===== src/common/qsf_pkg.sv =====
// Constants and carrier types for the quad SPI queue, DMA, event and wake block
package qsf_pkg;

  // Register offsets
  localparam logic [5:0] QSF_OFS_DATA  = 6'h00;
  localparam logic [5:0] QSF_OFS_DMA   = 6'h1c;
  localparam logic [5:0] QSF_OFS_EVFL  = 6'h20;
  localparam logic [5:0] QSF_OFS_EVEN  = 6'h24;
  localparam logic [5:0] QSF_OFS_WKFL  = 6'h28;
  localparam logic [5:0] QSF_OFS_WKEN  = 6'h2c;
  localparam logic [5:0] QSF_OFS_STAT  = 6'h30;

  // Queue geometry
  localparam logic [5:0] QSF_DEPTH     = 6'h20;

  // queue_dma_control field positions
  localparam int QSF_B_RX_DMA_EN  = 31;
  localparam int QSF_B_RX_CNT     = 24;
  localparam int QSF_B_RX_CLEAR   = 23;
  localparam int QSF_B_RX_EN      = 22;
  localparam int QSF_B_RX_LEVEL   = 16;
  localparam int QSF_B_TX_DMA_EN  = 15;
  localparam int QSF_B_TX_CNT     = 8;
  localparam int QSF_B_TX_CLEAR   = 7;
  localparam int QSF_B_TX_EN      = 6;
  localparam int QSF_B_TX_LEVEL   = 0;

  // event_flags / event_interrupt_enables bit positions
  localparam int QSF_F_RX_UND     = 15;
  localparam int QSF_F_RX_OVR     = 14;
  localparam int QSF_F_TX_UND     = 13;
  localparam int QSF_F_TX_OVR     = 12;
  localparam int QSF_F_M_DONE     = 11;
  localparam int QSF_F_ABORT      = 9;
  localparam int QSF_F_FAULT      = 8;
  localparam int QSF_F_SSD        = 5;
  localparam int QSF_F_SSA        = 4;
  localparam int QSF_F_RX_FULL    = 3;
  localparam int QSF_F_RX_THRESH  = 2;
  localparam int QSF_F_TX_EMPTY   = 1;
  localparam int QSF_F_TX_THRESH  = 0;

  // wake_flags / wake_enables bit positions
  localparam int QSF_W_RX_FULL    = 3;
  localparam int QSF_W_RX_THRESH  = 2;
  localparam int QSF_W_TX_EMPTY   = 1;
  localparam int QSF_W_TX_THRESH  = 0;

  // Implemented bits and reset values
  localparam logic [15:0] QSF_EVT_MASK      = 16'hfb3f;
  localparam logic [15:0] QSF_RX_FLAG_MASK  = 16'hc00c;
  localparam logic [15:0] QSF_TX_FLAG_MASK  = 16'h3003;
  localparam logic [15:0] QSF_EVFL_RST      = 16'h0002;
  localparam logic [4:0]  QSF_TX_LEVEL_RST  = 5'h10;
  localparam logic [4:0]  QSF_RX_LEVEL_RST  = 5'h00;

  // Byte carried from the serial engine into the receive queue
  typedef struct packed {
    logic       valid;
    logic [7:0] data;
  } qsf_byte_t;

endpackage


===== src/hw/qsf_core.sv =====
// Queue, DMA request, event flag, wake and activity status logic of the quad SPI port
// Function
// - Receive count field reads the number of bytes held in the receive queue.
// - Writing one to receive clear empties receive queue and its flags.
// - Receive queue accepts bytes only while its enable bit is one.
// - Receive DMA request while receive count exceeds receive level; level 31 reserved.
// - Transmit DMA enable gates transmit requests; clearing it drops pending request.
// - Transmit count field reads the number of bytes waiting in transmit queue.
// - Setting transmit clear empties the transmit queue and its flags, but sets transmit empty if the queue held bytes.
// - Transmit queue operates only while its enable bit is one.
// - Transmit threshold flag and DMA request while count below level, reset 0x10.
// - Reading an empty receive queue sets receive underrun.
// - Slave: push into full receive queue sets overrun; master stalls instead.
// - Slave: transmit need on empty queue sets underrun; master stalls instead.
// - Software write into a full transmit queue sets transmit overrun.
// - Master mode: set master-finished flag when all transactions completed.
// - Slave mode: slave select released mid-character sets the abort flag.
// - Master with multi-master: foreign slave select sets fault; collision sets fault in any mode.
// - Sticky flags record slave select assertion and deassertion; write one clears.
// - Receive threshold flag set when receive count exceeds receive level.
// - Each event flag has an interrupt enable at the same bit position.
// - Four sticky wake flags in bits 3..0; write one clears each.
// - Wake request only for wake flags whose enable bit is one.
// - Busy: master from start to last character; slave follows slave select.
// - Receive DMA enable gates receive requests; clearing it drops pending request.
// - Master-mode input selects master when one, slave when zero.
module qsf_core
  import qsf_pkg::*;
(
  // Clock and reset
  input  wire logic        core_clk,
  input  wire logic        resetn,
  // Register port
  input  wire logic        reg_wr,
  input  wire logic        reg_rd,
  input  wire logic [5:0]  reg_addr,
  input  wire logic [31:0] reg_wdata,
  output logic      [31:0] reg_rdata_ff,
  // Serial engine side
  input  wire logic        mode_master,
  input  wire logic        multi_master_en,
  input  wire qsf_byte_t   core_rx,
  input  wire logic        core_tx_req,
  input  wire logic        core_xfer_start,
  input  wire logic        core_xfer_done,
  input  wire logic        core_collision,
  output qsf_byte_t        core_tx_ff,
  output logic             rx_stall_ff,
  output logic             tx_stall_ff,
  // Pins
  input  wire logic        ss_n_pin,
  input  wire logic        sck_pin,
  input  wire logic        mm_ss_n_pin,
  // System requests
  output logic             dma_rx_req_ff,
  output logic             dma_tx_req_ff,
  output logic             irq_ff,
  output logic             wake_req_ff,
  output logic             busy_ff
);

  function automatic logic [5:0] qsf_cnt_next(input logic [5:0] cnt, input logic push, input logic pop);
    case ({push, pop})
      2'b10:   return cnt + 6'h01;
      2'b01:   return cnt - 6'h01;
      default: return cnt;
    endcase
  endfunction

  // Queue pointer step; a queue clear rewinds it to the first slot
  function automatic logic [4:0] qsf_ptr_next(input logic [4:0] ptr, input logic clr, input logic step);
    if (clr) begin
      return 5'h00;
    end
    return step ? 5'(ptr + 5'h01) : ptr;
  endfunction

  // Register strobe aimed at one offset
  function automatic logic qsf_hit(input logic stb, input logic [5:0] addr, input logic [5:0] ofs);
    return stb && (addr == ofs);
  endfunction

  // Whole-word mask applied only when its condition holds
  function automatic logic [15:0] qsf_sel16(input logic cond, input logic [15:0] mask);
    return cond ? mask : 16'h0000;
  endfunction

  // Reset release
  logic rst_meta_n_ff;
  logic rst_n_ff;

  always_ff @(posedge core_clk or negedge resetn) begin
    if (!resetn) begin
      rst_meta_n_ff <= 1'b0;
      rst_n_ff      <= 1'b0;
    end else begin
      rst_meta_n_ff <= 1'b1;
      rst_n_ff      <= rst_meta_n_ff;
    end
  end

  // Pin synchronisers and edge history
  logic [2:0] pin_meta_ff;
  logic [2:0] pin_sync_ff;
  logic       ss_act_d_ff;
  logic       sck_d_ff;
  logic       ss_act;
  logic       mm_ss_act;
  logic       sck_s;

  always_ff @(posedge core_clk or negedge rst_n_ff) begin
    if (!rst_n_ff) begin
      // Selects idle high and the serial clock idles low, so no false edge follows reset
      pin_meta_ff <= 3'h5;
      pin_sync_ff <= 3'h5;
      ss_act_d_ff <= 1'b0;
      sck_d_ff    <= 1'b0;
    end else begin
      pin_meta_ff <= {mm_ss_n_pin, sck_pin, ss_n_pin};
      pin_sync_ff <= pin_meta_ff;
      ss_act_d_ff <= ss_act;
      sck_d_ff    <= sck_s;
    end
  end

  assign ss_act    = ~pin_sync_ff[0];
  assign sck_s     = pin_sync_ff[1];
  assign mm_ss_act = ~pin_sync_ff[2];

  // Queue storage
  logic [7:0] rx_mem [32];
  logic [7:0] tx_mem [32];

  // Control state
  logic [4:0]  rx_wptr_ff, rx_rptr_ff, tx_wptr_ff, tx_rptr_ff;
  logic [5:0]  rx_cnt_ff, tx_cnt_ff;
  logic        rx_dma_en_ff, rx_en_ff, tx_dma_en_ff, tx_en_ff;
  logic [4:0]  rx_level_ff, tx_level_ff;
  logic [15:0] evfl_ff, even_ff;
  logic [3:0]  wkfl_ff, wken_ff;
  logic [2:0]  bit_cnt_ff;
  logic        mbusy_ff;

  logic [4:0]  nxt_rx_wptr, nxt_rx_rptr, nxt_tx_wptr, nxt_tx_rptr;
  logic [5:0]  nxt_rx_cnt, nxt_tx_cnt;
  logic        nxt_rx_dma_en, nxt_rx_en, nxt_tx_dma_en, nxt_tx_en;
  logic [4:0]  nxt_rx_level, nxt_tx_level;
  logic [15:0] nxt_evfl, nxt_even;
  logic [3:0]  nxt_wkfl, nxt_wken;
  logic [2:0]  nxt_bit_cnt;
  logic        nxt_mbusy;
  logic [31:0] nxt_reg_rdata;
  qsf_byte_t   nxt_core_tx;
  logic        nxt_rx_stall, nxt_tx_stall, nxt_dma_rx_req, nxt_dma_tx_req;
  logic        nxt_irq, nxt_wake_req, nxt_busy;

  // Decoded strobes
  logic        wr_dma, wr_evfl, wr_even, wr_wkfl, wr_wken, wr_data, rd_data;
  logic        rx_clear, tx_clear;
  logic        rx_push, rx_pop, tx_push, tx_pop;
  logic        rx_full, rx_empty, tx_full, tx_empty;
  logic        rx_thr, tx_thr, ss_rise, ss_fall, sck_rise;
  logic [15:0] ev_set, ev_clr;
  logic [3:0]  wk_set;

  always_comb begin
    wr_dma   = qsf_hit(reg_wr, reg_addr, QSF_OFS_DMA);
    wr_evfl  = qsf_hit(reg_wr, reg_addr, QSF_OFS_EVFL);
    wr_even  = qsf_hit(reg_wr, reg_addr, QSF_OFS_EVEN);
    wr_wkfl  = qsf_hit(reg_wr, reg_addr, QSF_OFS_WKFL);
    wr_wken  = qsf_hit(reg_wr, reg_addr, QSF_OFS_WKEN);
    wr_data  = qsf_hit(reg_wr, reg_addr, QSF_OFS_DATA);
    rd_data  = qsf_hit(reg_rd, reg_addr, QSF_OFS_DATA);
    // Clear bits act only in the write cycle and read back as zero
    rx_clear = wr_dma && reg_wdata[QSF_B_RX_CLEAR];
    tx_clear = wr_dma && reg_wdata[QSF_B_TX_CLEAR];

    rx_full  = (rx_cnt_ff == QSF_DEPTH);
    rx_empty = (rx_cnt_ff == 6'h00);
    tx_full  = (tx_cnt_ff == QSF_DEPTH);
    tx_empty = (tx_cnt_ff == 6'h00);

    rx_push  = core_rx.valid && rx_en_ff && !rx_full && !rx_clear;
    rx_pop   = rd_data && !rx_empty && !rx_clear;
    tx_push  = wr_data && tx_en_ff && !tx_full && !tx_clear;
    tx_pop   = core_tx_req && tx_en_ff && !tx_empty && !tx_clear;

    ss_rise  = ss_act && !ss_act_d_ff;
    ss_fall  = !ss_act && ss_act_d_ff;
    sck_rise = sck_s && !sck_d_ff;

    // Queue pointers and counts
    nxt_rx_wptr = qsf_ptr_next(rx_wptr_ff, rx_clear, rx_push);
    nxt_rx_rptr = qsf_ptr_next(rx_rptr_ff, rx_clear, rx_pop);
    nxt_rx_cnt  = rx_clear ? 6'h00 : qsf_cnt_next(rx_cnt_ff, rx_push, rx_pop);
    nxt_tx_wptr = qsf_ptr_next(tx_wptr_ff, tx_clear, tx_push);
    nxt_tx_rptr = qsf_ptr_next(tx_rptr_ff, tx_clear, tx_pop);
    nxt_tx_cnt  = tx_clear ? 6'h00 : qsf_cnt_next(tx_cnt_ff, tx_push, tx_pop);

    // Control fields
    nxt_rx_dma_en = wr_dma ? reg_wdata[QSF_B_RX_DMA_EN] : rx_dma_en_ff;
    nxt_rx_en     = wr_dma ? reg_wdata[QSF_B_RX_EN]     : rx_en_ff;
    nxt_rx_level  = wr_dma ? reg_wdata[QSF_B_RX_LEVEL +: 5] : rx_level_ff;
    nxt_tx_dma_en = wr_dma ? reg_wdata[QSF_B_TX_DMA_EN] : tx_dma_en_ff;
    nxt_tx_en     = wr_dma ? reg_wdata[QSF_B_TX_EN]     : tx_en_ff;
    nxt_tx_level  = wr_dma ? reg_wdata[QSF_B_TX_LEVEL +: 5] : tx_level_ff;
    nxt_even      = wr_even ? (reg_wdata[15:0] & QSF_EVT_MASK) : even_ff;
    nxt_wken      = wr_wken ? reg_wdata[3:0] : wken_ff;

    rx_thr = (rx_cnt_ff > {1'b0, rx_level_ff});
    tx_thr = (tx_cnt_ff < {1'b0, tx_level_ff});

    // Slave-mode character bit counter
    if (ss_rise) begin
      nxt_bit_cnt = 3'h0;
    end else if (ss_act && sck_rise) begin
      nxt_bit_cnt = 3'(bit_cnt_ff + 3'h1);
    end else begin
      nxt_bit_cnt = bit_cnt_ff;
    end

    // Master activity spans start to last character
    if (core_xfer_done) begin
      nxt_mbusy = 1'b0;
    end else if (core_xfer_start) begin
      nxt_mbusy = 1'b1;
    end else begin
      nxt_mbusy = mbusy_ff;
    end

    // Event sources
    ev_set                  = 16'h0000;
    ev_set[QSF_F_RX_UND]    = rd_data && rx_empty;
    ev_set[QSF_F_RX_OVR]    = !mode_master && core_rx.valid && rx_en_ff && rx_full;
    ev_set[QSF_F_TX_UND]    = !mode_master && core_tx_req && tx_empty;
    ev_set[QSF_F_TX_OVR]    = wr_data && tx_full;
    ev_set[QSF_F_M_DONE]    = mode_master && core_xfer_done;
    ev_set[QSF_F_ABORT]     = !mode_master && ss_fall && (bit_cnt_ff != 3'h0);
    ev_set[QSF_F_FAULT]     = (mode_master && multi_master_en && mm_ss_act) || core_collision;
    ev_set[QSF_F_SSD]       = ss_fall;
    ev_set[QSF_F_SSA]       = ss_rise;
    ev_set[QSF_F_RX_FULL]   = !rx_full && (nxt_rx_cnt == QSF_DEPTH);
    // A crossing seen on the count that a queue clear is removing must not survive the clear
    ev_set[QSF_F_RX_THRESH] = rx_thr && !rx_clear;
    ev_set[QSF_F_TX_EMPTY]  = !tx_empty && (nxt_tx_cnt == 6'h00);
    ev_set[QSF_F_TX_THRESH] = tx_thr && !tx_clear;

    // Software clears and queue clears; a simultaneous set wins
    ev_clr = qsf_sel16(wr_evfl, reg_wdata[15:0])
           | qsf_sel16(rx_clear, QSF_RX_FLAG_MASK)
           | qsf_sel16(tx_clear, QSF_TX_FLAG_MASK);
    nxt_evfl = ((evfl_ff & ~ev_clr) | ev_set) & QSF_EVT_MASK;

    wk_set                  = 4'h0;
    wk_set[QSF_W_RX_FULL]   = ev_set[QSF_F_RX_FULL];
    wk_set[QSF_W_RX_THRESH] = rx_thr;
    wk_set[QSF_W_TX_EMPTY]  = ev_set[QSF_F_TX_EMPTY];
    wk_set[QSF_W_TX_THRESH] = tx_thr;
    nxt_wkfl = (wkfl_ff & ~(wr_wkfl ? reg_wdata[3:0] : 4'h0)) | wk_set;

    // Registered outputs
    nxt_dma_rx_req = rx_dma_en_ff && rx_thr;
    nxt_dma_tx_req = tx_dma_en_ff && tx_thr;
    nxt_irq        = |(evfl_ff & even_ff);
    nxt_wake_req   = |(wkfl_ff & wken_ff);
    nxt_busy       = mode_master ? mbusy_ff : ss_act;
    // Master mode stalls the serial clock rather than flag an overrun or underrun
    nxt_rx_stall   = mode_master && rx_full;
    nxt_tx_stall   = mode_master && tx_empty;
    nxt_core_tx.valid = tx_pop;
    nxt_core_tx.data  = tx_pop ? tx_mem[tx_rptr_ff] : core_tx_ff.data;

    // Register read mux
    nxt_reg_rdata = 32'h0000_0000;
    if (reg_rd) begin
      case (reg_addr)
        QSF_OFS_DATA: nxt_reg_rdata = rx_pop ? {24'h00_0000, rx_mem[rx_rptr_ff]} : 32'h0000_0000;
        QSF_OFS_DMA: begin
          nxt_reg_rdata[QSF_B_RX_DMA_EN]        = rx_dma_en_ff;
          nxt_reg_rdata[QSF_B_RX_CNT +: 6]      = rx_cnt_ff;
          nxt_reg_rdata[QSF_B_RX_EN]            = rx_en_ff;
          nxt_reg_rdata[QSF_B_RX_LEVEL +: 5]    = rx_level_ff;
          nxt_reg_rdata[QSF_B_TX_DMA_EN]        = tx_dma_en_ff;
          nxt_reg_rdata[QSF_B_TX_CNT +: 6]      = tx_cnt_ff;
          nxt_reg_rdata[QSF_B_TX_EN]            = tx_en_ff;
          nxt_reg_rdata[QSF_B_TX_LEVEL +: 5]    = tx_level_ff;
        end
        QSF_OFS_EVFL: nxt_reg_rdata = {16'h0000, evfl_ff};
        QSF_OFS_EVEN: nxt_reg_rdata = {16'h0000, even_ff};
        QSF_OFS_WKFL: nxt_reg_rdata = {28'h000_0000, wkfl_ff};
        QSF_OFS_WKEN: nxt_reg_rdata = {28'h000_0000, wken_ff};
        QSF_OFS_STAT: nxt_reg_rdata = {31'h0000_0000, busy_ff};
        default:      nxt_reg_rdata = 32'h0000_0000;
      endcase
    end
  end

  // Queue storage writes; the data register moves one byte per access
  always_ff @(posedge core_clk) begin
    if (rx_push) begin
      rx_mem[rx_wptr_ff] <= core_rx.data;
    end
    if (tx_push) begin
      tx_mem[tx_wptr_ff] <= reg_wdata[7:0];
    end
  end

  always_ff @(posedge core_clk or negedge rst_n_ff) begin
    if (!rst_n_ff) begin
      rx_wptr_ff    <= 5'h00;
      rx_rptr_ff    <= 5'h00;
      tx_wptr_ff    <= 5'h00;
      tx_rptr_ff    <= 5'h00;
      rx_cnt_ff     <= 6'h00;
      tx_cnt_ff     <= 6'h00;
      rx_dma_en_ff  <= 1'b0;
      rx_en_ff      <= 1'b0;
      tx_dma_en_ff  <= 1'b0;
      tx_en_ff      <= 1'b0;
      rx_level_ff   <= QSF_RX_LEVEL_RST;
      tx_level_ff   <= QSF_TX_LEVEL_RST;
      evfl_ff       <= QSF_EVFL_RST;
      even_ff       <= 16'h0000;
      wkfl_ff       <= 4'h0;
      wken_ff       <= 4'h0;
      bit_cnt_ff    <= 3'h0;
      mbusy_ff      <= 1'b0;
      reg_rdata_ff  <= 32'h0000_0000;
      core_tx_ff    <= '0;
      rx_stall_ff   <= 1'b0;
      tx_stall_ff   <= 1'b0;
      dma_rx_req_ff <= 1'b0;
      dma_tx_req_ff <= 1'b0;
      irq_ff        <= 1'b0;
      wake_req_ff   <= 1'b0;
      busy_ff       <= 1'b0;
    end else begin
      rx_wptr_ff    <= nxt_rx_wptr;
      rx_rptr_ff    <= nxt_rx_rptr;
      tx_wptr_ff    <= nxt_tx_wptr;
      tx_rptr_ff    <= nxt_tx_rptr;
      rx_cnt_ff     <= nxt_rx_cnt;
      tx_cnt_ff     <= nxt_tx_cnt;
      rx_dma_en_ff  <= nxt_rx_dma_en;
      rx_en_ff      <= nxt_rx_en;
      tx_dma_en_ff  <= nxt_tx_dma_en;
      tx_en_ff      <= nxt_tx_en;
      rx_level_ff   <= nxt_rx_level;
      tx_level_ff   <= nxt_tx_level;
      evfl_ff       <= nxt_evfl;
      even_ff       <= nxt_even;
      wkfl_ff       <= nxt_wkfl;
      wken_ff       <= nxt_wken;
      bit_cnt_ff    <= nxt_bit_cnt;
      mbusy_ff      <= nxt_mbusy;
      reg_rdata_ff  <= nxt_reg_rdata;
      core_tx_ff    <= nxt_core_tx;
      rx_stall_ff   <= nxt_rx_stall;
      tx_stall_ff   <= nxt_tx_stall;
      dma_rx_req_ff <= nxt_dma_rx_req;
      dma_tx_req_ff <= nxt_dma_tx_req;
      irq_ff        <= nxt_irq;
      wake_req_ff   <= nxt_wake_req;
      busy_ff       <= nxt_busy;
    end
  end

endmodule // qsf_core

===== config.mk =====
export PLATFORM = sky130hd
export DESIGN_NAME = qsf_core
export DESIGN_NICKNAME = d
export VERILOG_FILES = /design/src/common/qsf_pkg.sv /design/src/hw/qsf_core.sv
export SDC_FILE = /design/constraint.sdc
export NUM_CORES = 1
export LEC_CHECK = 0
export ABC_AREA = 0
export BUFFER_PORTS_ARGS = -buffer_cell sky130_fd_sc_hd__clkbuf_2
export CAP_MARGIN = 20
export CORE_MARGIN = 3
export CORE_UTILIZATION = 50
export DETAILED_ROUTE_END_ITERATION = 6
export PLACE_DENSITY = 0.67
export RECOVER_POWER = 100
export SLEW_MARGIN = 0
export SYNTH_ARGS = -nofsm -noshare
export SYNTH_HDL_FRONTEND = slang
export SYNTH_SLANG_ARGS = --single-unit

===== constraint.sdc =====
create_clock -name core_clk -period 5.6 [get_ports core_clk]
set_input_delay 1.12 -clock core_clk [delete_from_list [all_inputs] [get_ports core_clk]]
set_output_delay 1.12 -clock core_clk [all_outputs]
set_load 0.05 [all_outputs]

# ---- After elaboration in Yosys (flattened, before gate mapping)
# Memories as Yosys holds them, arrays and structs flattened. A register that Yosys moved wholly into a read port is not among the register bits.
# Cells that the tools add are included.
# W data, S select, Z words.
dict set report totals {
  reg_bits 134
  ram_bits 512
  in_bits 60
  output_inout_bits 48
  word_cells 180
  n_memories 2
}
# name depth width read_ports rd_clocked_by_memory_dff wr line_no
set memory_table {}
lappend memory_table {rx_mem 32 8 1 0 1 qsf_core.sv:131} ;# logic [7:0] rx_mem [32];
lappend memory_table {tx_mem 32 8 1 1 1 qsf_core.sv:132} ;# logic [7:0] tx_mem [32];
dict set report classes {
  n_addsub 9
  order_cmp 2
  eq_ne 13
  n_mux 41
  n_bitwise 12
  reduce_logical 68
}
# op count
set op_table {}
lappend op_table {{$mux W5} 10}
lappend op_table {{$eq A6 B6 Y1 const B} 8}
lappend op_table {{$pmux W6 S4} 2}
lappend op_table {{$logic_and A1 B1 Y1} 44}
lappend op_table {{$pmux W6 S2} 3}
lappend op_table {{$pmux W5 S7} 1}
lappend op_table {{$and A16 B16 Y16} 2}
lappend op_table {{$mux W16} 2}
lappend op_table {{$mux W32} 1}
lappend op_table {{$or A16 B16 Y16} 2}
lappend op_table {{$logic_not A6 Y1} 4}
lappend op_table {{$add A5 B1 Y5 const B} 4}
lappend op_table {{$not A16 Y16} 1}
lappend op_table {{$or A16 B14 Y16} 1}
lappend op_table {{$reduce_or A16 Y1} 1}
lappend op_table {{$mux W14} 1}
lappend op_table {{$add A6 B1 Y6 const B} 2}
lappend op_table {{$mux W6} 2}
lappend op_table {{$reduce_bool A2 Y1} 6}
lappend op_table {{$sub A6 B1 Y6 const B} 2}
lappend op_table {{$logic_not A1 Y1} 10}
lappend op_table {{$mux W1} 10}
lappend op_table {{$and A4 B4 Y4} 2}
lappend op_table {{$mux W8} 1}
lappend op_table {{16 further kinds} 23}

# ---- Depth between registers and ports, before layout
# Gate-level depths: netlist (run 1).
dict set report depth {
  depth_word 11
  ltp_mapped 19
}

# ---- Worst setup path before layout (run 1)
# OpenSTA, ideal clock, no wires.
dict set report synth_path {
  path_kind {in2reg}
  startpoint {input port reg_addr[2]}
  endpoint {register evfl_ff[3]}
  arrival_time_ns 4.364
  required_ns 5.505
  slack_ns 1.141
  cell_stages 18
  n_path_buf 3
  cell_sequence {buf_6 > or4_4 > nor3_1 > nand2_1 > nor2_1 > clkbuf_1 > ha_1 > buf_1 > xor2_1 > ha_1 > a21o_1 > nand2_1 > a21oi_1 > nor2_1 > nor2_1 > xnor2_1 > o2111ai_1 > o31ai_1}
}
dict set report synth_via {
  elab_chain_cells 11
}
# element line_no
set synth_lines {}
lappend synth_lines {{start, declared} qsf_core.sv:36} ;# input wire logic [5:0] reg_addr,
lappend synth_lines {{$eq A6 B5 Y1} qsf_core.sv:80} ;# return stb && (addr == ofs);
lappend synth_lines {{$logic_and A1 B1 Y1} qsf_core.sv:80}
lappend synth_lines {{$logic_and A1 B1 Y1} qsf_core.sv:175} ;# rx_clear = wr_dma && reg_wdata[QSF_B_RX_CLEAR];
lappend synth_lines {{$logic_not A1 Y1} {qsf_core.sv:183, qsf_core.sv:184}}
lappend synth_lines {{$logic_and A1 B1 Y1, on equally long branches} {qsf_core.sv:184, qsf_core.sv:183}}
lappend synth_lines {{$eq A2 B1 Y1 / $eq A2 B2 Y1 (equally long branches)} qsf_core.sv:63} ;# case ({push, pop})
lappend synth_lines {{$pmux W6 S2} qsf_core.sv:63}
lappend synth_lines {{$mux W6} qsf_core.sv:195} ;# nxt_rx_cnt = rx_clear ? 6'h00 : qsf_cnt_next(rx_cnt_ff, rx_push, rx_pop);
lappend synth_lines {{$eq A6 B6 Y1} qsf_core.sv:242} ;# ev_set[QSF_F_RX_FULL] = !rx_full && (nxt_rx_cnt == QSF_DEPTH);
lappend synth_lines {{$logic_and A1 B1 Y1} qsf_core.sv:242}
lappend synth_lines {{$or A16 B16 Y16 (*)} qsf_core.sv:252} ;# nxt_evfl = ((evfl_ff & ~ev_clr) | ev_set) & QSF_EVT_MASK;
lappend synth_lines {{via nxt_evfl[3]} qsf_core.sv:148} ;# logic [15:0] nxt_evfl, nxt_even;
lappend synth_lines {{end signal, assigned} qsf_core.sv:350} ;# evfl_ff <= nxt_evfl;
lappend synth_lines {{end, declared} qsf_core.sv:139} ;# logic [15:0] evfl_ff, even_ff;
# Mark *: on every way through the listed nets, which the timed path passes. The rest lies on a longest branch.
# A chain may end at the register's enable or synchronous reset.

# ---- Worst setup path in the final report (run 1)
dict set report layout_path {
  startpoint {input port reg_wdata[7]}
  endpoint {register wkfl_ff[1]}
}
dict set report layout_via {
  elab_chain_cells 9
}
# element line_no
set layout_lines {}
lappend layout_lines {{start, declared} qsf_core.sv:37} ;# input wire logic [31:0] reg_wdata,
lappend layout_lines {{$logic_and A1 B1 Y1 (*)} qsf_core.sv:176} ;# tx_clear = wr_dma && reg_wdata[QSF_B_TX_CLEAR];
lappend layout_lines {{$logic_not A1 Y1} {qsf_core.sv:185, qsf_core.sv:186}}
lappend layout_lines {{$logic_and A1 B1 Y1, on equally long branches} {qsf_core.sv:186, qsf_core.sv:185}}
lappend layout_lines {{$eq A2 B1 Y1 / $eq A2 B2 Y1 (equally long branches)} qsf_core.sv:63}
lappend layout_lines {{$pmux W6 S2} qsf_core.sv:63}
lappend layout_lines {{$mux W6 (*)} qsf_core.sv:198} ;# nxt_tx_cnt = tx_clear ? 6'h00 : qsf_cnt_next(tx_cnt_ff, tx_push, tx_pop);
lappend layout_lines {{$logic_not A6 Y1 (*)} qsf_core.sv:245} ;# ev_set[QSF_F_TX_EMPTY] = !tx_empty && (nxt_tx_cnt == 6'h00);
lappend layout_lines {{$logic_and A1 B1 Y1 (*)} qsf_core.sv:245}
lappend layout_lines {{$or A4 B4 Y4 (*)} qsf_core.sv:259} ;# nxt_wkfl = (wkfl_ff & ~(wr_wkfl ? reg_wdata[3:0] : 4'h0)) | wk_set;
lappend layout_lines {{via nxt_wkfl[1]} qsf_core.sv:149} ;# logic [3:0] nxt_wkfl, nxt_wken;
lappend layout_lines {{end signal, assigned} qsf_core.sv:352} ;# wkfl_ff <= nxt_wkfl;
lappend layout_lines {{end, declared} qsf_core.sv:140} ;# logic [3:0] wkfl_ff, wken_ff;
# Marks and branches as above.

==> results.md, run 1 <==
* CP Data Required Time at 6.12 ns
* 1st-iter DRT viols at 1242
* Average size of a mapped cell at 18.0 sq um
* DIE AREA at 55700 sq um
* Total GRT Usage at 0.205
* Register area share after synthesis at 0.713
* PnR worst setup slack at approximately 1.1 ns
* Violated checks: capacitance limit, slew limit
* Worst min-delay path class: in2async
* GR Util met3 at 0.0359
* Placement Cell Area at 27600 sq um
* Synth Cell Area at 26400 sq um
* Worst setup path category: in2reg
* CTS tree: built
* Post-place setup slack at 1.04 ns
* Final-stage net count at ~1700
* Clk_lat worst skew at 0.60 ns
* Grt ovf at 0
* Cts bufs inserted at 67
* Post-Place Cells at 2178
* Worst IR Drop VDD at 0.000337 V
* Max Cap Viol at 13
* Fin cells at 2299
* Clock transition at the registers of the reported paths at ~0.060 ns
* Design area at around 30000 sq um
* IO Port Bufs at 95
* Grt met2 use at 0.318
* Slew @ Worst Pin at 2.75 ns
* Pwr Total at 0.0114 W
* Netlist cell types at 67
* Setup Buffers After CTS at 0
* Clock Tree Buf Depth at 3
* Area leader, netlist: edfxtp_1
* Top area cells in the synthesized netlist: edfxtp_1 58%, mux4_2 14%, dfrtp_1 13%
* Most common cell in the synthesized netlist: edfxtp_1
* Period Utilization, post-route at 0.808
* Diodes inserted at 0
* Synthesis-to-layout area growth at 11.6%
* # IOs at 108
* Final count of negative-setup-slack endpoints at 0
* Final min period at between 4 and 5 ns
* Post-CTS sizing at 0
* First-pass GRT wire length at 87200 um
* Fin. Hold Viols at 0
* DRT Pass-1 Iters at 5
* Pwr dens at slightly below 400 nW/um^2
* Post-synth EDFFs at 512
* Fin Setup TNS at 0 ns
* Vias in the first global route at ~14000
* GPL Wtd Cong at between 0.8 and 0.9
* Critical Path Start: reg_wdata[7]
* Commonest cells in the netlist: 512 x edfxtp_1, 160 x mux4_2, 133 x dfrtp_1
* RSZ-0062 raised after global routing: no
* Ys flop type: edfxtp_1
* Final wirelength at ~56000 um
* Met1 capacity usage during global routing at 0.303
* H-tree levels at 3
* Die W at 236 um
* Final Max Slew Viols at 491
* Post-Syn Instances at 1466
* Setup Skew at approximately 0.032 ns
* Clk sinks at around 650
* DRC errors left at 0
* Leak at 10.0 nW
* GRT busiest layer: met2
* DP HPWL at 34900 um
* Arr. time, crit path at approximately 5.1 ns
* Fraction of registers with async set or reset after synthesis at 0.214
* Crit-path max FO at 34
* Number of routed nets with antenna violations at 0
* Largest net degree at the start of global routing at 64
* Reg2Reg Launch Point: tx_rptr_ff[0]
* #FFs+latches synth at 651
* Die H at 236 um
* Run status: finished, violations left
* Relative slew slack at -0.835
* Core area at 51800 sq um
* Via Count at 13600
* Fmax at between 0.2 and 0.25 GHz
* Crit path launch type: input port
* Ys Warns at 0
* Row cnt at 83
* CTS Hold Bufs at 0
* Proportion of layout cells with a drive suffix above 1 at 0.214
* Vias per inst at approximately 5.9
* Clock Tree Root: clkbuf_16
* Initial antenna violation count at 0
* Post-synth top area share at 0.581
* Drt wl/cell at around 24 um
* Crit end category: flip-flop
* Starting density of the core at 0.510
cell families after synthesis:
group	count (synthesis)	synth area share
other cells	2	0.000284
xor+xnor	27	0.00894
mux	220	0.161
compound gates	115	0.0314
simple gates	311	0.0549
buf+inv	114	0.0179
flops	651	0.713
fa+ha+maj	26	0.0123
worst paths after layout:
kind / depth (start not counted) / slack [ns] / endpoint
max in group asynchronous: 1 / 1.93 / pin_meta_ff[1]
max: 11 / 1.07 / wkfl_ff[1]
min: 1 / 0.30 / rst_n_ff
min in group core_clk: 0 / 0.36 / pin_sync_ff[2]
max reg2reg: 5 / 1.14 / core_tx_ff[6]
min reg2reg: 0 / 0.36 / pin_sync_ff[2]
critical path, stage by stage:
cell and delay (ns):
clkbuf_1 1.12, nand4_1 0.24, buf_4 0.29, nand2_1 0.48, inv_1 0.10, ha_1 0.46
or3_1 0.41, o221a_2 0.25, o211ai_1 0.13, o2111ai_1 0.21, o21ai_0 0.19
power by group:
group | internal (W) | total [W] | switching, W
clock | 0.00243 | 0.00424 | 0.00181
combinational | 0.000701 | 0.00147 | 0.000766
sequential | 0.00537 | 0.00568 | 0.000315
layer usage:
layer,wire length (um),share of wire
met4,1180,0.021
met3,3420,0.061
met2,26800,0.48
met5,0,0
met1,24700,0.44
cell usage in the layout, fill, tap and decap left out, types with 8 or more instances in the layout:
master / count
edfxtp_1: 512
buf_4: 9
o21ai_0: 30
clkbuf_1: 99
nand4_1: 9
clkinv_2: 8
mux2i_1: 20
and3_1: 20
mux4_2: 160
nor2_1: 121
nand2b_1: 10
inv_1: 30
nand3_1: 20
xor2_1: 19
a222oi_1: 9
clkbuf_2: 33
ha_1: 26
nand2_1: 85
xnor2_1: 8
clkbuf_16: 69
dfrtp_1: 129
mux2_2: 37
a21oi_1: 22
metrics by stage:
| stage | util | hold slack (ns) |
|---|---|---|
| floorplan | - | 0.331 |
| global placement | 0.532 | 0.333 |
| detailed placement | 0.532 | 0.341 |
| CTS | 0.572 | 0.262 |
| global route | 0.569 | 0.272 |
| finish | 0.569 | 0.295 |
final cells by class:
cell class,count,area [sq um]
well taps,680,851
multi-input cells,703,7100
fillers,3941,22300
inverters,30,113
flip-flops and latches,651,18900
clock buffers,99,1880
clock inverters,21,188
repair buffers,115,507
flip-flops by register name, summed over array words and instances, names as in the netlist, 6 cells and up:
signal	cells
even_ff	13
tx_cnt_ff	6
evfl_ff	13
tx_mem	256
reg_rdata_ff	29
core_tx_ff	9
rx_mem	256
rx_cnt_ff	6
No activity file was read; power rests on OpenSTA's default activity.
==> run 2, diff against run 1 <==
- PLACE_DENSITY: 0.67 -> 0.69
- clock period: 5.6 -> 3.9 ns (I/O delays scaled with it)
==> run 2 against run 1 <==
Against the previous run: the run still ends with capacitance limit, slew limit left; worst hold slack got worse by 0.031 ns; global-route usage fell by 0.051 points; clock power rose by 44%; non-clock buffer count rose by 89; largest cell class unchanged; sequential share of layout area fell by 1.1 points; design area rose by 1.8%; die area did not move; routed wire length barely moved; setup slack got worse by 0.74 ns; first-iteration DRC count barely moved; highest routed layer unchanged; sequential power rose by 42%.
==> results.md, run 2 (synthesis gave the netlist of run 1 again) <==
* Clock transition at the registers of the reported paths at 0.06 ns (about the same)
* Commonest non-fill, non-tap cell in the layout: edfxtp_1 (unchanged)
* Violated checks: capacitance limit, slew limit (unchanged)
* Reg2Reg Launch Point: tx_cnt_ff[1] (was tx_rptr_ff[0])
* Proportion of layout cells with a drive suffix above 1 at 0.222 (was 0.214)
* Die W at 236 um (unchanged)
* Row cnt at 83 (unchanged)
* Clock Tree Buf Depth at 3 (unchanged)
* Hold_sp: mm_ss_n_pin
* Most frequent cells in the layout: 512 x edfxtp_1, 160 x mux4_2, 149 x clkbuf_1 (was 512 x edfxtp_1, 160 x mux4_2, 129 x dfrtp_1)
* Largest net degree at the start of global routing at 59 (was 64)
* Drt wl/cell at 23.5 um (was 24.4 um)
* DIE AREA at 55700 sq um (unchanged)
* Period Utilization, post-route at 0.913
* GPL Wtd Cong at 0.892 (was 0.810)
* Cts bufs inserted at 68 (was 67)
* Final min period at 3.56 ns
* Clk sinks at 651 (unchanged)
* Post-CTS sizing at 0 (unchanged)
* Slew @ Worst Pin at 2.26 ns (was 2.75 ns)
* Worst Hold Path EP: pin_meta_ff[2]
* Fin Setup TNS at 0 ns (unchanged)
* WHS Path Cells at 1
* Vias in the first global route at 14200 (was 14000)
* Final wirelength at 56100 um (about the same)
* Die H at 236 um (unchanged)
* Design area at 30000 sq um (was 29500 sq um)
* Leak at 10.2 nW (was 10.0 nW)
* Setup Skew at 0.0139 ns (was 0.0324 ns)
* Worst IR Drop VDD at 0.000449 V (was 0.000337 V)
* Placement Cell Area at 28300 sq um (was 27600 sq um)
* Grt ovf at 0 (unchanged)
* Run status: finished, violations left (unchanged)
* Arr. time, crit path at 4.08 ns (was 5.05 ns)
* H-tree levels at 3 (unchanged)
* Crit end category: flip-flop (unchanged)
* R2R Setup Slk at 0.39 ns (was 1.14 ns)
* Total GRT Usage at 0.204 (was 0.205)
* Fin. Hold Viols at 0 (unchanged)
* Synthesis-to-layout area growth at 13.6% (was 11.6%)
* CP Data Required Time at 4.42 ns (was 6.12 ns)
* Number of routed nets with antenna violations at 0 (unchanged)
* Worst setup path category: in2reg (unchanged)
* Initial antenna violation count at 1 (was 0)
* Relative slew slack at -0.508 (was -0.835)
* Clock Tree Root: clkbuf_16 (unchanged)
* Final count of negative-setup-slack endpoints at 0 (unchanged)
* Largest regs: rx_mem: 256 flops, tx_mem: 256 flops, reg_rdata_ff: 29 flops (unchanged)
* # IOs at 108 (unchanged)
* Via Count at 13900 (was 13600)
* Setup Buffers After CTS at 0 (unchanged)
* Pwr dens at 547 nW/um^2 (was 386 nW/um^2)
* DP HPWL at 36200 um (was 34900 um)
* Core area at 51800 sq um (unchanged)
* Worst r2r dst: evfl_ff[1] (was core_tx_ff[6])
* Fmax at 0.281 GHz
* IO Port Bufs at 95 (unchanged)
* CTS tree: built (unchanged)
* Final-stage net count at 1744 (was 1654)
* Max Cap Viol at 8 (was 13)
* RSZ-0062 raised after global routing: no (unchanged)
* Vias per inst at 5.82 (was 5.93)
* Final Max Slew Viols at 312 (was 491)
* 1st-iter DRT viols at 1241 (was 1242)
* DRT Pass-1 Iters at 5 (unchanged)
* Clk_lat worst skew at 0.60 ns (about the same)
* Worst r2r path cells at 13 (was 5)
* Starting density of the core at 0.510 (unchanged)
* Crit path launch type: input port (unchanged)
* First-pass GRT wire length at 87000 um (was 87200 um)
* Crit-path max FO at 29 (was 34)
* Worst min-delay path class: in2reg (was in2async)
* DRC errors left at 0 (unchanged)
==> run 2: cell types whose count changed in the layout (fill, tap and decap cells not counted), moves of 3 or more <==
cell,before,now
buf_4,9,29
clkbuf_1,99,149
clkinv_1,7,13
clkinvlp_4,0,3
==> run 2: final cells by class <==
type | count | area (sq um)
diodes | 1 | 2.50
clock buffers | 85 | 1810
clock inverters | 36 | 319
fillers | 3935 | 21800
inverters | 30 | 113
multi-input cells | 703 | 7100
flip-flops and latches | 651 | 18900
well taps | 680 | 851
repair buffers | 204 | 981
==> run 2: critical path, stage by stage <==
cell and delay, ns:
clkbuf_1 0.14, and4b_1 0.34, and2_0 0.29, clkbuf_1 1.08, and3_1 0.29, clkbuf_1 0.62
o2111ai_1 0.30, o21ai_0 0.23
==> run 2: how the worst max path moves through the flow <==
| stage | from | endpoint | slack, ns | cells after the start |
|---|---|---|---|---|
| after floorplan | reg_addr[2] | evfl_ff[3] | 0.02 | 18 |
| after global placement | reg_addr[1] | wkfl_ff[3] | 0.12 | 14 |
| after detailed placement | reg_addr[1] | wkfl_ff[1] | 0.06 | 15 |
| after CTS | tx_cnt_ff[1] | evfl_ff[1] | 0.51 | 13 |
| after global routing | reg_addr[5] | wkfl_ff[1] | 0.09 | 8 |
| final | reg_addr[5] | evfl_ff[1] | 0.34 | 8 |
==> run 2: metrics by stage <==
stage | total power [W] | std cells | setup slack [ns] | hold WS, ns | util
after global routing | 0.0171 | 2389 | 0.0927 | 0.235 | 0.580
final | 0.0164 | 2390 | 0.339 | 0.264 | 0.580
after CTS | 0.0167 | 2389 | 0.514 | 0.227 | 0.587
after global placement | 0.0105 | 2266 | 0.124 | 0.335 | 0.545
after detailed placement | 0.0105 | 2267 | 0.0630 | 0.338 | 0.546
after floorplan | 0.00976 | 1468 | 0.0204 | 0.331 | -
==> run 2: power breakdown <==
part           leakage (nW)  switching (W)  internal [W]
clock network          1.04        0.00260       0.00352
logic                  2.81        0.00123       0.00105
registers              6.39       0.000335       0.00771
==> run 2: repair_timing <==
item,in CTS,in global routing
hold buffers,1,0
setup endpoints to repair,0,0
endpoints found under the hold margin,2,0
==> run 2: per-layer routing <==
metal	vias to the layer above	wire [um]	global-route usage
met2	446	27300	0.321
met3	80	3720	0.0429
li1	6158	-	-
met5	-	0	0
met1	7230	23900	0.296
met4	0	1170	0.0529
==> run 3, diff against run 2 <==
- CTS_BUF_LIST: not set -> sky130_fd_sc_hd__clkbuf_4 sky130_fd_sc_hd__clkbuf_8 sky130_fd_sc_hd__clkbuf_16
==> run 3 against run 2 <==
Against the previous run: the flow still finishes with violations (capacitance limit, slew limit); flip-flop and latch count unchanged; first-iteration DRC count up 3.9%; combinational power about the same; largest cell class unchanged; die area unchanged; largest power group unchanged; clock skew down 0.0013 ns; critical path type unchanged; via count down 0.20%; setup slack worse by 0.0017 ns; sequential share of layout area down 0.10 points; non-clock buffer count unchanged; register-to-register slack about the same; design area up 0.16%.
==> results.md, run 3 (synthesis gave the netlist of run 1 again) <==
* DRT Pass-1 Iters at 7 (was 5)
* Via Count at 13900 (about the same)
* Slew @ Worst Pin at 2.29 ns (was 2.26 ns)
* Grt ovf at 0 (unchanged)
* Initial antenna violation count at 1 (unchanged)
* Final Max Slew Viols at 312 (unchanged)
* Crit path launch type: input port (unchanged)
* Placement Cell Area at 28300 sq um (unchanged)
* Crit-path max FO at 29 (unchanged)
* Crit end category: flip-flop (unchanged)
* Max stage delay cell, worst path: clkbuf_1 (unchanged)
* Starting density of the core at 0.510 (unchanged)
* Relative slew slack at -0.525 (was -0.508)
* Largest net degree at the start of global routing at 59 (unchanged)
* Period Utilization, post-route at 0.913 (about the same)
* Final min period at 3.56 ns (about the same)
* Worst setup path category: in2reg (unchanged)
* PnR worst setup slack at 0.337 ns (was 0.339 ns)
* Drt wl/cell at 23.5 um (about the same)
* DP HPWL at 36200 um (unchanged)
* Post-place setup slack at 0.0630 ns (unchanged)
* Pwr dens at 550 nW/um^2 (was 547 nW/um^2)
* Leak at 10.3 nW (was 10.2 nW)
* Worst min-delay path class: in2reg (unchanged)
* Clock Tree Root: clkbuf_16 (unchanged)
* Design area at 30100 sq um (was 30000 sq um)
* Die W at 236 um (unchanged)
* Clock transition at the registers of the reported paths at 0.06 ns (about the same)
* Final count of negative-setup-slack endpoints at 0 (unchanged)
* R2R Setup Slk at 0.38 ns (was 0.39 ns)
* CP Data Required Time at 4.42 ns (about the same)
* Setup Skew at 0.0127 ns (was 0.0139 ns)
* Vias in the first global route at 14200 (about the same)
* Worst IR Drop VDD at 0.000448 V (was 0.000449 V)
* Vias per inst at 5.81 (was 5.82)
* DIE AREA at 55700 sq um (unchanged)
* Fin Setup TNS at 0 ns (unchanged)
* Commonest non-fill, non-tap cell in the layout: edfxtp_1 (unchanged)
* Most frequent cells in the layout: 512 x edfxtp_1, 160 x mux4_2, 136 x clkbuf_1 (was 512 x edfxtp_1, 160 x mux4_2, 149 x clkbuf_1)
* DRC errors left at 0 (unchanged)
* Core area at 51800 sq um (unchanged)
* 1st-iter DRT viols at 1289 (was 1241)
* Setup Buffers After CTS at 0 (unchanged)
* CP peak stage delay at 1.09 ns (was 1.08 ns)
* First-pass GRT wire length at 87000 um (about the same)
* Max Cap Viol at 8 (unchanged)
* Number of routed nets with antenna violations at 0 (unchanged)
* Arr. time, crit path at 4.08 ns (about the same)
* Final-stage net count at 1744 (unchanged)
* # IOs at 108 (unchanged)
* CTS tree: built (unchanged)
* H-tree levels at 3 (unchanged)
* GPL Wtd Cong at 0.892 (unchanged)
* Largest regs: rx_mem: 256 flops, tx_mem: 256 flops, reg_rdata_ff: 29 flops (unchanged)
* Fmax at 0.281 GHz (about the same)
* Die H at 236 um (unchanged)
* Row cnt at 83 (unchanged)
* Post-CTS sizing at 0 (unchanged)
* Cts bufs inserted at 68 (unchanged)
* Total GRT Usage at 0.205 (was 0.204)
* Fin. Hold Viols at 0 (unchanged)
* Proportion of layout cells with a drive suffix above 1 at 0.229 (was 0.222)
* IO Port Bufs at 95 (unchanged)
* RSZ-0062 raised after global routing: no (unchanged)
* Clk_lat worst skew at 0.60 ns (about the same)
* Run status: finished, violations left (unchanged)
* Violated checks: capacitance limit, slew limit (unchanged)
* Clk sinks at 651 (unchanged)
* Synthesis-to-layout area growth at 13.8% (was 13.6%)
* Crit path top cell by count: clkbuf_1 (unchanged)
* Final wirelength at 56300 um (was 56100 um)
* Clock Tree Buf Depth at 3 (unchanged)
* Critical Path, Cell by Cell: clkbuf_1, and4b_1, and2_0, clkbuf_1, and3_1, clkbuf_1, o2111ai_1, o21ai_0 (unchanged)
[run 3: cell types whose count changed in the layout (fill, tap and decap cells not counted)]
| cell | delta |
|---|---|
| clkbuf_1 | -13 |
| clkbuf_4 | +13 |
[run 3: metal layers]
metal / wire (um) / track usage / vias up
li1: - / - / 6150
met1: 24200 / 0.296 / 7232
met2: 27400 / 0.322 / 429
met3: 3580 / 0.0430 / 75
met4: 1100 / 0.0520 / 0
met5: 0 / 0 / -
[run 3: worst max-delay path, delay by kind of cell]
kind            cells  cell delay [ns]
compound gates      2             0.53
simple gates        3             0.91
buf+inv             3             1.85
[run 3: cell type report]
cell class,count,area [sq um]
Antenna cell,1,2.50
Clock buffer,85,1850
Clock inverter,36,319
Fill cell,3933,21700
Inverter,30,113
Multi-Input combinational cell,703,7100
Sequential cell,651,18900
Tap cell,680,851
Timing Repair Buffer,204,981
[run 3: power breakdown]
group | internal [W] | switching, W
sequential | 0.00771 | 0.000336
combinational | 0.00105 | 0.00123
clock | 0.00361 | 0.00261
[run 3: final timing paths]
path / end / cells after the start / start
setup / recovery: evfl_ff[1] / 8 / reg_addr[5]
hold / removal: pin_meta_ff[2] / 1 / mm_ss_n_pin
setup reg to reg: evfl_ff[1] / 13 / tx_cnt_ff[1]
hold reg to reg: pin_sync_ff[1] / 0 / pin_meta_ff[1]
max in group asynchronous: rx_wptr_ff[3] / 1 / rst_n_ff
min in group asynchronous: rst_n_ff / 2 / resetn
[run 3: through the flow]
step	std cells	util	hold slack (ns)	total power (W)
after floorplan	1468	-	0.331	0.00976
final	2390	0.581	0.263	0.0165
after global routing	2389	0.580	0.235	0.0172
after global placement	2266	0.545	0.335	0.0105
after CTS	2389	0.588	0.227	0.0168
after detailed placement	2267	0.546	0.338	0.0105
[run 3: what timing repair did]
action / CTS / global route
hold buffers: 1 / 0
hold endpoints to repair: 2 / 0
setup endpoints to repair: 0 / 0
